--- src/hw/mcg_pkg.sv ---
/*
 * Shared constants and types for the miscellaneous control and GPIO bank:
 * register offsets, reset values, share-mode codes and pin carrier types.
 * Assumes an APB slave with 32-bit data and word-aligned registers.
 */
package mcg_pkg;

    // Register byte offsets
    localparam logic [11:0] OFF_PACKAGE_CODE   = 12'h000;
    localparam logic [11:0] OFF_PIN_TAKEOVER   = 12'h004;
    localparam logic [11:0] OFF_PIN_DIRECTION  = 12'h008;
    localparam logic [11:0] OFF_PIN_OPEN_DRAIN = 12'h00C;
    localparam logic [11:0] OFF_PIN_VALUE      = 12'h010;
    localparam logic [11:0] OFF_PIN_LEVEL      = 12'h014;
    localparam logic [11:0] OFF_STATUS         = 12'h018;
    localparam logic [11:0] OFF_THERMAL_CTRL   = 12'h01C;
    localparam logic [11:0] OFF_THERMAL_COUNT  = 12'h020;
    localparam logic [11:0] OFF_PIN_MUX        = 12'h024;
    localparam logic [11:0] OFF_SHARE_CTRL     = 12'h028;

    // Widths and field positions
    localparam int PIN_COUNT      = 30;
    localparam int PKG_W          = 2;
    localparam int COUNT_W        = 12;
    localparam int MUX_W          = 16;
    localparam int BROWNOUT_BIT   = 0;
    localparam int BROWNOUT_IE    = 1;
    localparam int THERMAL_EN_BIT = 0;
    localparam int SHARE_MODE_LSB = 0;
    localparam int SHARE_TEST_LSB = 2;
    localparam int SHARE_PRD_LSB  = 8;
    localparam int SHARE_DUTY_LSB = 16;

    // Reset values
    localparam logic [PIN_COUNT-1:0] PIN_RESET      = 30'h0000_0000;
    localparam logic [PKG_W-1:0]     PKG_RESET      = 2'h0;
    localparam logic [COUNT_W-1:0]   THERMAL_RESET  = 12'h000;
    localparam logic [MUX_W-1:0]     MUX_RESET      = 16'h0000;
    localparam logic [7:0]           BYTE_RESET     = 8'h00;

    // Thermal sensor converter channel
    localparam logic [3:0] THERMAL_CHANNEL = 4'hE;

    // Share mode codes
    typedef enum logic [1:0] {
        MCG_SHARE_OFF_A  = 2'b00,
        MCG_SHARE_PWM    = 2'b01,
        MCG_SHARE_OFF_B  = 2'b10,
        MCG_SHARE_ANALOG = 2'b11
    } mcg_share_mode_t;

    // Share control word
    typedef struct packed {
        logic [7:0]      duty;
        logic [7:0]      period;
        logic [1:0]      test;
        mcg_share_mode_t mode;
    } mcg_share_t;

    // Pin drive bundle, oe low while the pin is driven
    typedef struct packed {
        logic [PIN_COUNT-1:0] out;
        logic [PIN_COUNT-1:0] oe_n;
    } mcg_pin_drive_t;

endpackage

--- src/hw/mcg_bank.sv ---
/*
 * Miscellaneous control and GPIO register bank with an APB slave port.
 * Assumes APB master on pclk; pins, brownout and package straps come from
 * outside the clock domain and are synchronised here.
 */
// Behaviour
// - A 30-bit takeover mask hands each set pin to the global I/O.
// - The takeover mask reads all zero after reset.
// - Thirty digital pins may be used as general purpose I/O.
// - Each taken-over pin has a direction bit for input or output.
// - A taken-over input pin shows its present level in a read bit.
// - A taken-over output pin drives the level of its value bit.
// - Each pin selects open-drain or push-pull drive.
// - Peripherals keep their own pin controls when not taken over.
// - A 2-bit package code is readable by firmware.
// - Low supply sets a brownout flag, pollable or interrupting.
// - The thermal sensor is off after reset and has an enable bit.
// - The thermal sensor feeds converter channel fourteen.
// - A factory count for the thermal channel is held, cleared at reset.
// - A mux register picks the function on each shared pin.
// - Share mode 01 closes switch one with pulses, 11 switch two.
// - Share control sets 8-bit period, duty and switch states.
`timescale 1ns/10ps
module mcg_bank (
    // APB slave
    input  wire logic        pclk,
    input  wire logic        presetn,
    input  wire logic        psel,
    input  wire logic        penable,
    input  wire logic        pwrite,
    input  wire logic [11:0] paddr,
    input  wire logic [31:0] pwdata,
    output logic      [31:0] prdata,
    output logic             pready,
    output logic             pslverr,
    // Pins
    input  wire logic [29:0] pin_in,
    output logic      [29:0] pin_out,
    output logic      [29:0] pin_oe_n,
    // Peripheral side of the pins
    input  wire logic [29:0] periph_out,
    input  wire logic [29:0] periph_oe_n,
    output logic      [29:0] periph_in,
    // Analog and straps
    input  wire logic [1:0]  package_strap,
    input  wire logic        brownout_level,
    output logic             brownout_irq,
    output logic             thermal_enable,
    output logic [3:0]       thermal_channel,
    output logic [15:0]      pin_mux_select,
    output logic             share_switch_one_close,
    output logic             share_switch_two_close,
    output logic             share_pulse
);

    localparam int N = mcg_pkg::PIN_COUNT;

    logic [N-1:0]                 pin_takeover_enable;
    logic [N-1:0]                 pin_direction;
    logic [N-1:0]                 pin_open_drain;
    logic [N-1:0]                 pin_value;
    logic [N-1:0]                 pin_level;
    logic [mcg_pkg::PKG_W-1:0]    package_code;
    logic                         strap_taken;
    logic                         brownout_flag;
    logic                         brownout_ie;
    logic [mcg_pkg::COUNT_W-1:0]  thermal_factory_count;
    logic [mcg_pkg::MUX_W-1:0]    pin_mux;
    mcg_pkg::mcg_share_t          share_control_register;
    mcg_pkg::mcg_pin_drive_t      drive;
    logic [2:0]                   low_sync;
    logic [1:0]                   strap_s1;
    logic [1:0]                   strap_s2;
    logic                         wr_en;
    logic                         rd_en;
    logic                         mapped;
    logic                         next_brownout;
    logic                         pwm_run;

    // Address decode shared by read and write
    function automatic logic addr_hit(input logic [11:0] a,
                                      input logic [11:0] off);
        return a == off;
    endfunction

    // Zero-latency APB; every access completes in its access cycle
    assign pready = 1'b1;
    assign wr_en  = psel && penable && pwrite;
    assign rd_en  = psel && penable && !pwrite;

    always_comb
    begin
        mapped = addr_hit(paddr, mcg_pkg::OFF_PACKAGE_CODE)
              || addr_hit(paddr, mcg_pkg::OFF_PIN_TAKEOVER)
              || addr_hit(paddr, mcg_pkg::OFF_PIN_DIRECTION)
              || addr_hit(paddr, mcg_pkg::OFF_PIN_OPEN_DRAIN)
              || addr_hit(paddr, mcg_pkg::OFF_PIN_VALUE)
              || addr_hit(paddr, mcg_pkg::OFF_PIN_LEVEL)
              || addr_hit(paddr, mcg_pkg::OFF_STATUS)
              || addr_hit(paddr, mcg_pkg::OFF_THERMAL_CTRL)
              || addr_hit(paddr, mcg_pkg::OFF_THERMAL_COUNT)
              || addr_hit(paddr, mcg_pkg::OFF_PIN_MUX)
              || addr_hit(paddr, mcg_pkg::OFF_SHARE_CTRL);
    end

    // Unmapped addresses answer with an error
    assign pslverr = psel && penable && !mapped;

    // Pin level synchroniser
    mcg_pin_sync #(
        .WIDTH    (N)
    ) u_sync (
        .pclk     (pclk),
        .presetn  (presetn),
        .async_in (pin_in),
        .sync_out (pin_level)
    );

    // Brownout and strap synchronisers
    always_ff @(posedge pclk or negedge presetn)
    begin
        if (!presetn)
        begin
            low_sync <= 3'h0;
        end
        else
        begin
            low_sync <= {low_sync[1:0], brownout_level};
        end
    end

    // Strap flops without reset, filled while reset is held
    always_ff @(posedge pclk)
    begin
        strap_s1 <= package_strap;
        strap_s2 <= strap_s1;
    end

    // Takeover mask, cleared at reset
    always_ff @(posedge pclk or negedge presetn)
    begin
        if (!presetn)
            pin_takeover_enable <= mcg_pkg::PIN_RESET;
        else if (wr_en && addr_hit(paddr, mcg_pkg::OFF_PIN_TAKEOVER))
            pin_takeover_enable <= pwdata[N-1:0];
    end

    // Direction, drive style and output value
    always_ff @(posedge pclk or negedge presetn)
    begin
        if (!presetn)
        begin
            pin_direction  <= mcg_pkg::PIN_RESET;
            pin_open_drain <= mcg_pkg::PIN_RESET;
            pin_value      <= mcg_pkg::PIN_RESET;
        end
        else if (wr_en)
        begin
            if (addr_hit(paddr, mcg_pkg::OFF_PIN_DIRECTION))
                pin_direction <= pwdata[N-1:0];
            if (addr_hit(paddr, mcg_pkg::OFF_PIN_OPEN_DRAIN))
                pin_open_drain <= pwdata[N-1:0];
            if (addr_hit(paddr, mcg_pkg::OFF_PIN_VALUE))
                pin_value <= pwdata[N-1:0];
        end
    end

    // Package code: strap caught after reset, firmware may rewrite
    always_ff @(posedge pclk or negedge presetn)
    begin
        if (!presetn)
        begin
            package_code <= mcg_pkg::PKG_RESET;
            strap_taken  <= 1'b0;
        end
        else if (!strap_taken)
        begin
            package_code <= strap_s2;
            strap_taken  <= 1'b1;
        end
        else if (wr_en && addr_hit(paddr, mcg_pkg::OFF_PACKAGE_CODE))
            package_code <= pwdata[mcg_pkg::PKG_W-1:0];
    end

    // Brownout flag: set wins over write-one-to-clear
    always_comb
    begin
        next_brownout = brownout_flag;
        if (wr_en && addr_hit(paddr, mcg_pkg::OFF_STATUS)
            && pwdata[mcg_pkg::BROWNOUT_BIT])
            next_brownout = 1'b0;
        if (low_sync[2])
            next_brownout = 1'b1;
    end

    always_ff @(posedge pclk or negedge presetn)
    begin
        if (!presetn)
        begin
            brownout_flag <= 1'b0;
            brownout_ie   <= 1'b0;
        end
        else
        begin
            brownout_flag <= next_brownout;
            if (wr_en && addr_hit(paddr, mcg_pkg::OFF_STATUS))
                brownout_ie <= pwdata[mcg_pkg::BROWNOUT_IE];
        end
    end

    assign brownout_irq = brownout_flag && brownout_ie;

    // Thermal enable, off after reset
    always_ff @(posedge pclk or negedge presetn)
    begin
        if (!presetn)
            thermal_enable <= 1'b0;
        else if (wr_en && addr_hit(paddr, mcg_pkg::OFF_THERMAL_CTRL))
            thermal_enable <= pwdata[mcg_pkg::THERMAL_EN_BIT];
    end

    assign thermal_channel = mcg_pkg::THERMAL_CHANNEL;

    // Factory count, cleared at reset, writable by any APB write to its offset
    always_ff @(posedge pclk or negedge presetn)
    begin
        if (!presetn)
            thermal_factory_count <= mcg_pkg::THERMAL_RESET;
        else if (wr_en && addr_hit(paddr, mcg_pkg::OFF_THERMAL_COUNT))
            thermal_factory_count <= pwdata[mcg_pkg::COUNT_W-1:0];
    end

    // Pin mux and share control
    always_ff @(posedge pclk or negedge presetn)
    begin
        if (!presetn)
        begin
            pin_mux                <= mcg_pkg::MUX_RESET;
            share_control_register <= '0;
        end
        else if (wr_en)
        begin
            if (addr_hit(paddr, mcg_pkg::OFF_PIN_MUX))
                pin_mux <= pwdata[mcg_pkg::MUX_W-1:0];
            if (addr_hit(paddr, mcg_pkg::OFF_SHARE_CTRL))
                share_control_register <= {pwdata[23:8], pwdata[3:0]};
        end
    end

    assign pin_mux_select = pin_mux;

    // Share mode decode
    always_comb
    begin
        share_switch_one_close = 1'b0;
        share_switch_two_close = 1'b0;
        pwm_run                = 1'b0;
        unique case (share_control_register.mode)
            mcg_pkg::MCG_SHARE_OFF_A,
            mcg_pkg::MCG_SHARE_OFF_B: ;
            mcg_pkg::MCG_SHARE_PWM:
            begin
                share_switch_one_close = 1'b1;
                pwm_run                = 1'b1;
            end
            mcg_pkg::MCG_SHARE_ANALOG:
                share_switch_two_close = 1'b1;
        endcase
    end

    mcg_share_pwm u_pwm (
        .pclk    (pclk),
        .presetn (presetn),
        .run     (pwm_run),
        .period  (share_control_register.period),
        .duty    (share_control_register.duty),
        .pulse   (share_pulse)
    );

    // Per-pin drive: peripheral or global control
    genvar i;
    generate
        for (i = 0; i < N; i++) begin : g_pin
            always_comb
            begin
                if (!pin_takeover_enable[i])
                begin
                    drive.out[i]  = periph_out[i];
                    drive.oe_n[i] = periph_oe_n[i];
                end
                else if (!pin_direction[i])
                begin
                    drive.out[i]  = 1'b0;
                    drive.oe_n[i] = 1'b1;
                end
                else if (pin_open_drain[i])
                begin
                    drive.out[i]  = 1'b0;
                    drive.oe_n[i] = pin_value[i];
                end
                else
                begin
                    drive.out[i]  = pin_value[i];
                    drive.oe_n[i] = 1'b0;
                end
            end
        end
    endgenerate

    // Registered pin outputs
    always_ff @(posedge pclk or negedge presetn)
    begin
        if (!presetn)
        begin
            pin_out  <= mcg_pkg::PIN_RESET;
            pin_oe_n <= ~mcg_pkg::PIN_RESET;
        end
        else
        begin
            pin_out  <= drive.out;
            pin_oe_n <= drive.oe_n;
        end
    end

    assign periph_in = pin_level;

    // Read data, registered at the edge that ends the setup cycle
    always_ff @(posedge pclk or negedge presetn)
    begin
        if (!presetn)
            prdata <= 32'h0000_0000;
        else if (psel && !penable && !pwrite)
        begin
            unique case (1'b1)
                addr_hit(paddr, mcg_pkg::OFF_PACKAGE_CODE):
                    prdata <= {30'h0, package_code};
                addr_hit(paddr, mcg_pkg::OFF_PIN_TAKEOVER):
                    prdata <= {2'h0, pin_takeover_enable};
                addr_hit(paddr, mcg_pkg::OFF_PIN_DIRECTION):
                    prdata <= {2'h0, pin_direction};
                addr_hit(paddr, mcg_pkg::OFF_PIN_OPEN_DRAIN):
                    prdata <= {2'h0, pin_open_drain};
                addr_hit(paddr, mcg_pkg::OFF_PIN_VALUE):
                    prdata <= {2'h0, pin_value};
                addr_hit(paddr, mcg_pkg::OFF_PIN_LEVEL):
                    prdata <= {2'h0, pin_level};
                addr_hit(paddr, mcg_pkg::OFF_STATUS):
                    prdata <= {30'h0, brownout_ie, brownout_flag};
                addr_hit(paddr, mcg_pkg::OFF_THERMAL_CTRL):
                    prdata <= {31'h0, thermal_enable};
                addr_hit(paddr, mcg_pkg::OFF_THERMAL_COUNT):
                    prdata <= {20'h0, thermal_factory_count};
                addr_hit(paddr, mcg_pkg::OFF_PIN_MUX):
                    prdata <= {16'h0, pin_mux};
                addr_hit(paddr, mcg_pkg::OFF_SHARE_CTRL):
                    prdata <= {8'h0, share_control_register[19:4], 4'h0,
                               share_control_register[3:0]};
                default:
                    prdata <= 32'h0000_0000;
            endcase
        end
    end

endmodule // mcg_bank

--- src/hw/mcg_pin_sync.sv ---
/*
 * Two-stage synchroniser for a vector of pin levels.
 * Assumes inputs are asynchronous to pclk.
 */
`timescale 1ns/10ps
module mcg_pin_sync #(
    parameter int WIDTH = 30
) (
    // Clock and reset
    input  wire logic             pclk,
    input  wire logic             presetn,
    // Levels
    input  wire logic [WIDTH-1:0] async_in,
    output logic      [WIDTH-1:0] sync_out
);

    logic [WIDTH-1:0] stage_one;

    // Two flops, first read only by second
    always_ff @(posedge pclk or negedge presetn)
    begin
        if (!presetn)
        begin
            stage_one <= '0;
            sync_out  <= '0;
        end
        else
        begin
            stage_one <= async_in;
            sync_out  <= stage_one;
        end
    end

endmodule // mcg_pin_sync

--- src/hw/mcg_share_pwm.sv ---
/*
 * Eight-bit pulse generator for the current-share bus.
 * Assumes period and duty are held steady by the register bank.
 */
`timescale 1ns/10ps
module mcg_share_pwm (
    // Clock and reset
    input  wire logic       pclk,
    input  wire logic       presetn,
    // Control
    input  wire logic       run,
    input  wire logic [7:0] period,
    input  wire logic [7:0] duty,
    // Output
    output logic            pulse
);

    logic [7:0] count;

    // Period counter, held at zero when stopped
    always_ff @(posedge pclk or negedge presetn)
    begin
        if (!presetn)
            count <= mcg_pkg::BYTE_RESET;
        else if (!run || count >= period)
            count <= mcg_pkg::BYTE_RESET;
        else
            count <= count + 8'h01;
    end

    // Registered pulse output
    always_ff @(posedge pclk or negedge presetn)
    begin
        if (!presetn)
            pulse <= 1'b0;
        else
            pulse <= run && (count < duty);
    end

endmodule // mcg_share_pwm

--- config.mk ---
export PLATFORM = sky130hd
export DESIGN_NAME = mcg_bank
export DESIGN_NICKNAME = d
export VERILOG_FILES = /design/src/hw/mcg_pkg.sv /design/src/hw/mcg_bank.sv /design/src/hw/mcg_pin_sync.sv /design/src/hw/mcg_share_pwm.sv
export SDC_FILE = /design/constraint.sdc
export NUM_CORES = 1
export LEC_CHECK = 0
export ABC_AREA = 1
export BUFFER_PORTS_ARGS = -buffer_cell sky130_fd_sc_hd__buf_2
export CORE_MARGIN = 3
export CORE_UTILIZATION = 45
export CTS_CLUSTER_DIAMETER = 100
export DETAILED_ROUTE_END_ITERATION = 7
export PLACE_DENSITY = 0.71
export REMOVE_ABC_BUFFERS = 1
export SLEW_MARGIN = 5
export SYNTH_ARGS = -nofsm -noshare
export SYNTH_HDL_FRONTEND = slang
export SYNTH_SLANG_ARGS = --single-unit
--- constraint.sdc ---
create_clock -name pclk -period 2.3 [get_ports pclk]
set_input_delay 0.115 -clock pclk [delete_from_list [all_inputs] [get_ports pclk]]
set_output_delay 0.115 -clock pclk [all_outputs]
set_load 0.05 [all_outputs]
==> flow_metrics.tcl <==
set metrics [dict create \
    nets 2231 \
    rsz0062_at_grt "false" \
    met1_usage 0.342 \
    min_period_over_period 0.869 \
    ys_seq_area_frac 0.581 \
    cts_buffers 37 \
    drt-vias-per-instance 5.19 \
    met2_usage 0.422 \
    fp.dieH_um 187 \
    die-area_mm2 0.0348 \
    cts_max_level 2 \
    cts_root_buf "clkbuf_16" \
    crit_path_cell_trace "buf_2 > nor2_2 > nand2_4 > inv_2 > buf_4 > nand2_1 > nand2_1 > nor2_1 > nand3_1 > nor2_1 > buf_2" \
    rows 65 \
    port_buffers 281 \
    final_common_cell "nand2_1" \
    maxCapViolations 0 \
    synth_cells 1650 \
    gr-usage-all-layers 0.254 \
    place_area_mm2 0.0167 \
    drt_wl_total_mm 44.6 \
    dr.first_iter.drc_count 1107 \
    setup_ws_ns 0.300 \
    ys_dominant_reg_cell "dfrtp_1" \
    synth_edf_count 0 \
    cts.clk_slew.worst_paths_ns 0.06 \
    stdcell_count 2537 \
    tritoncts "built" \
    critPathRequiredTime_ns 2.18 \
    core-area_mm2 0.0318 \
    fin_area_mm2 0.0192 \
    crit_type "input port to primary output" \
    clock-sinks 340 \
    first_pass_iters 6 \
    pin_count 291 \
    ys.warnings.count 0 \
    grt_busiest_layer "met2" \
    vias 13200 \
    grt_max_degree 70 \
    final_max_slew_viol_count 0 \
    cp-end-kind "primary output" \
    avgSynthCellArea_um2 8.89 \
    final_period_minus_worst_setup_slack_ns 2.00 \
    ir_worst_vdd_v 0.000558 \
    fin_skew_ns 0.0119 \
    cp.arrival_ns 1.88 \
    critPathSlowestCell "nor2_2" \
    place_hpwl_mm 29.7 \
    antenna_found_initial 2 \
    slew_headroom 0.577 \
    syn_to_final_growth_pct 31.0 \
    grt_overflow_total 0 \
    place_ws_ns 0.325 \
    hold_violations 0 \
    dp.cells 2345 \
    use_met3 0.0425 \
    cp_max_fo 7 \
    insertion_delay_ns 0.51 \
    max_freq_mhz 500 \
    start_util 0.461 \
    setup-tns-final_ns 0 \
    start_kind "input port" \
    max_stage_delay_ns 0.27 \
    gp_congestion 0.844 \
    ys_ff_latch 340 \
    status "finished clean" \
    antenna_left 0 \
    p_per_area_mw_per_mm2 700 \
    power_leakage_nw 9.65 \
    final_cell_mix "nand2_1, dfrtp_1, buf_2, o21ai_1, inv_1" \
    die_w_um 187 \
    hp-class "input port to register" \
    synthDistinctLibCells 40 \
    fin_total_pwr_mw 13.4 \
    routedWlPerCell_um 17.6 \
    cts_buffer_depth 3 \
    setup_viol_count_final 0 \
    layout-drive-gt1-share 0.226 \
    netlist_area_mm2 0.0147 \
    worst_pin_slew_ns 0.634 \
    drc_errors 0 \
    first_global_vias 13300 \
    async_flop_share 0.988 \
    grt_pass1_wl_mm 71.3 \
]
## synth_stat cells (all sizes together) (2+ instances only)
master	count	share of area
nand2	483	0.13
dfrtp	306	0.52
o21ai	215	0.076
inv	171	0.044
nor2	145	0.042
nand3	88	0.032
buf	58	0.025
a21oi	37	0.013
nand4	36	0.016
dfstp	30	0.054
ha	16	0.014
o32ai	13	0.0078
o31ai	10	0.0055
clkbuf	9	0.0023
nand3b	6	0.0031
nor3	6	0.0036
dfxtp	4	0.0055
xor2	4	0.0024
a32o	2	0.0014
clkinv	2	0.00085
conb	2	0.00051
mux2	2	0.0015
xnor2	2	0.0012
## per-layer routing
layer / up-vias / wire length, um
li1: 6164 / -
met1: 6293 / 18400
met2: 604 / 21300
met3: 101 / 3570
met4: 0 / 1370
met5: - / 0
## final timing paths
path / from / endpoint / cells past startpoint / slack [ns]
max in group asynchronous: presetn / pin_oe_n[27] / 3 / 1.32
hold / removal: pwrite / package_code[1] / 5 / 0.1
min in group asynchronous: presetn / pin_out[4] / 2 / 0.19
setup / recovery: paddr[7] / pslverr / 11 / 0.30
setup reg to reg: u_pwm.count[5] / u_pwm.count[7] / 6 / 0.54
hold reg to reg: strap_s1[1] / strap_s2[1] / 0 / 0.33
## worst max-delay path, delay by kind of cell
| family | cells | cell delay (ns) |
|---|---|---|
| buffers and inverters | 4 | 0.78 |
| and+or+nand+nor | 7 | 0.97 |
## registers in the layout, indices dropped and copies added (netlist names), 16 cells and up
name / cells
u_sync.stage_one: 30
pin_takeover_enable: 30
pin_oe_n: 30
pin_value: 30
pin_open_drain: 30
u_sync.sync_out: 30
pin_out: 30
pin_mux_select: 16
share_control_register: 20
prdata: 30
pin_direction: 30
## where the power goes
group	internal (mW)	leakage [nW]	total (mW)	switching (mW)
clock	3.79	0.631	6.18	2.38
sequential	6.12	4.40	6.17	0.0492
combinational	0.357	4.62	1.09	0.736
total	10.3	9.65	13.4	3.17
## cell type report
class	instances	area [um^2]
Inverter	173	654
Clock inverter	9	130
Sequential cell	340	8530
Antenna cell	2	5.00
Fill cell	2618	12600
Tap cell	435	544
Clock buffer	57	1150
Multi-Input combinational cell	1076	5120
Timing Repair Buffer	445	3070
## stage by stage
step | util | hold WS, ns
floorplan | - | -0.181
CTS | 0.604 | 0.0822
global route | 0.604 | 0.118
global placement | 0.524 | 0.143
finish | 0.604 | 0.0999
detailed placement | 0.524 | 0.146
## cells by family after synthesis
group / after synthesis / share of synthesized area
adder cells (fa/ha/maj): 16 / 0.0137
flip-flops: 340 / 0.581
multiplexers: 2 / 0.00154
AO/OA/AOI/OAI: 279 / 0.104
buffers and inverters: 240 / 0.0723
other: 2 / 0.000512
AND/OR/NAND/NOR: 765 / 0.223
XOR/XNOR: 6 / 0.00358
## repair_timing
action	in CTS	in global routing
hold endpoints to repair	307	0
gates resized for setup	0	0
buffers inserted	0	0
hold buffers	124	0
Power figures use the tool's default switching activity.
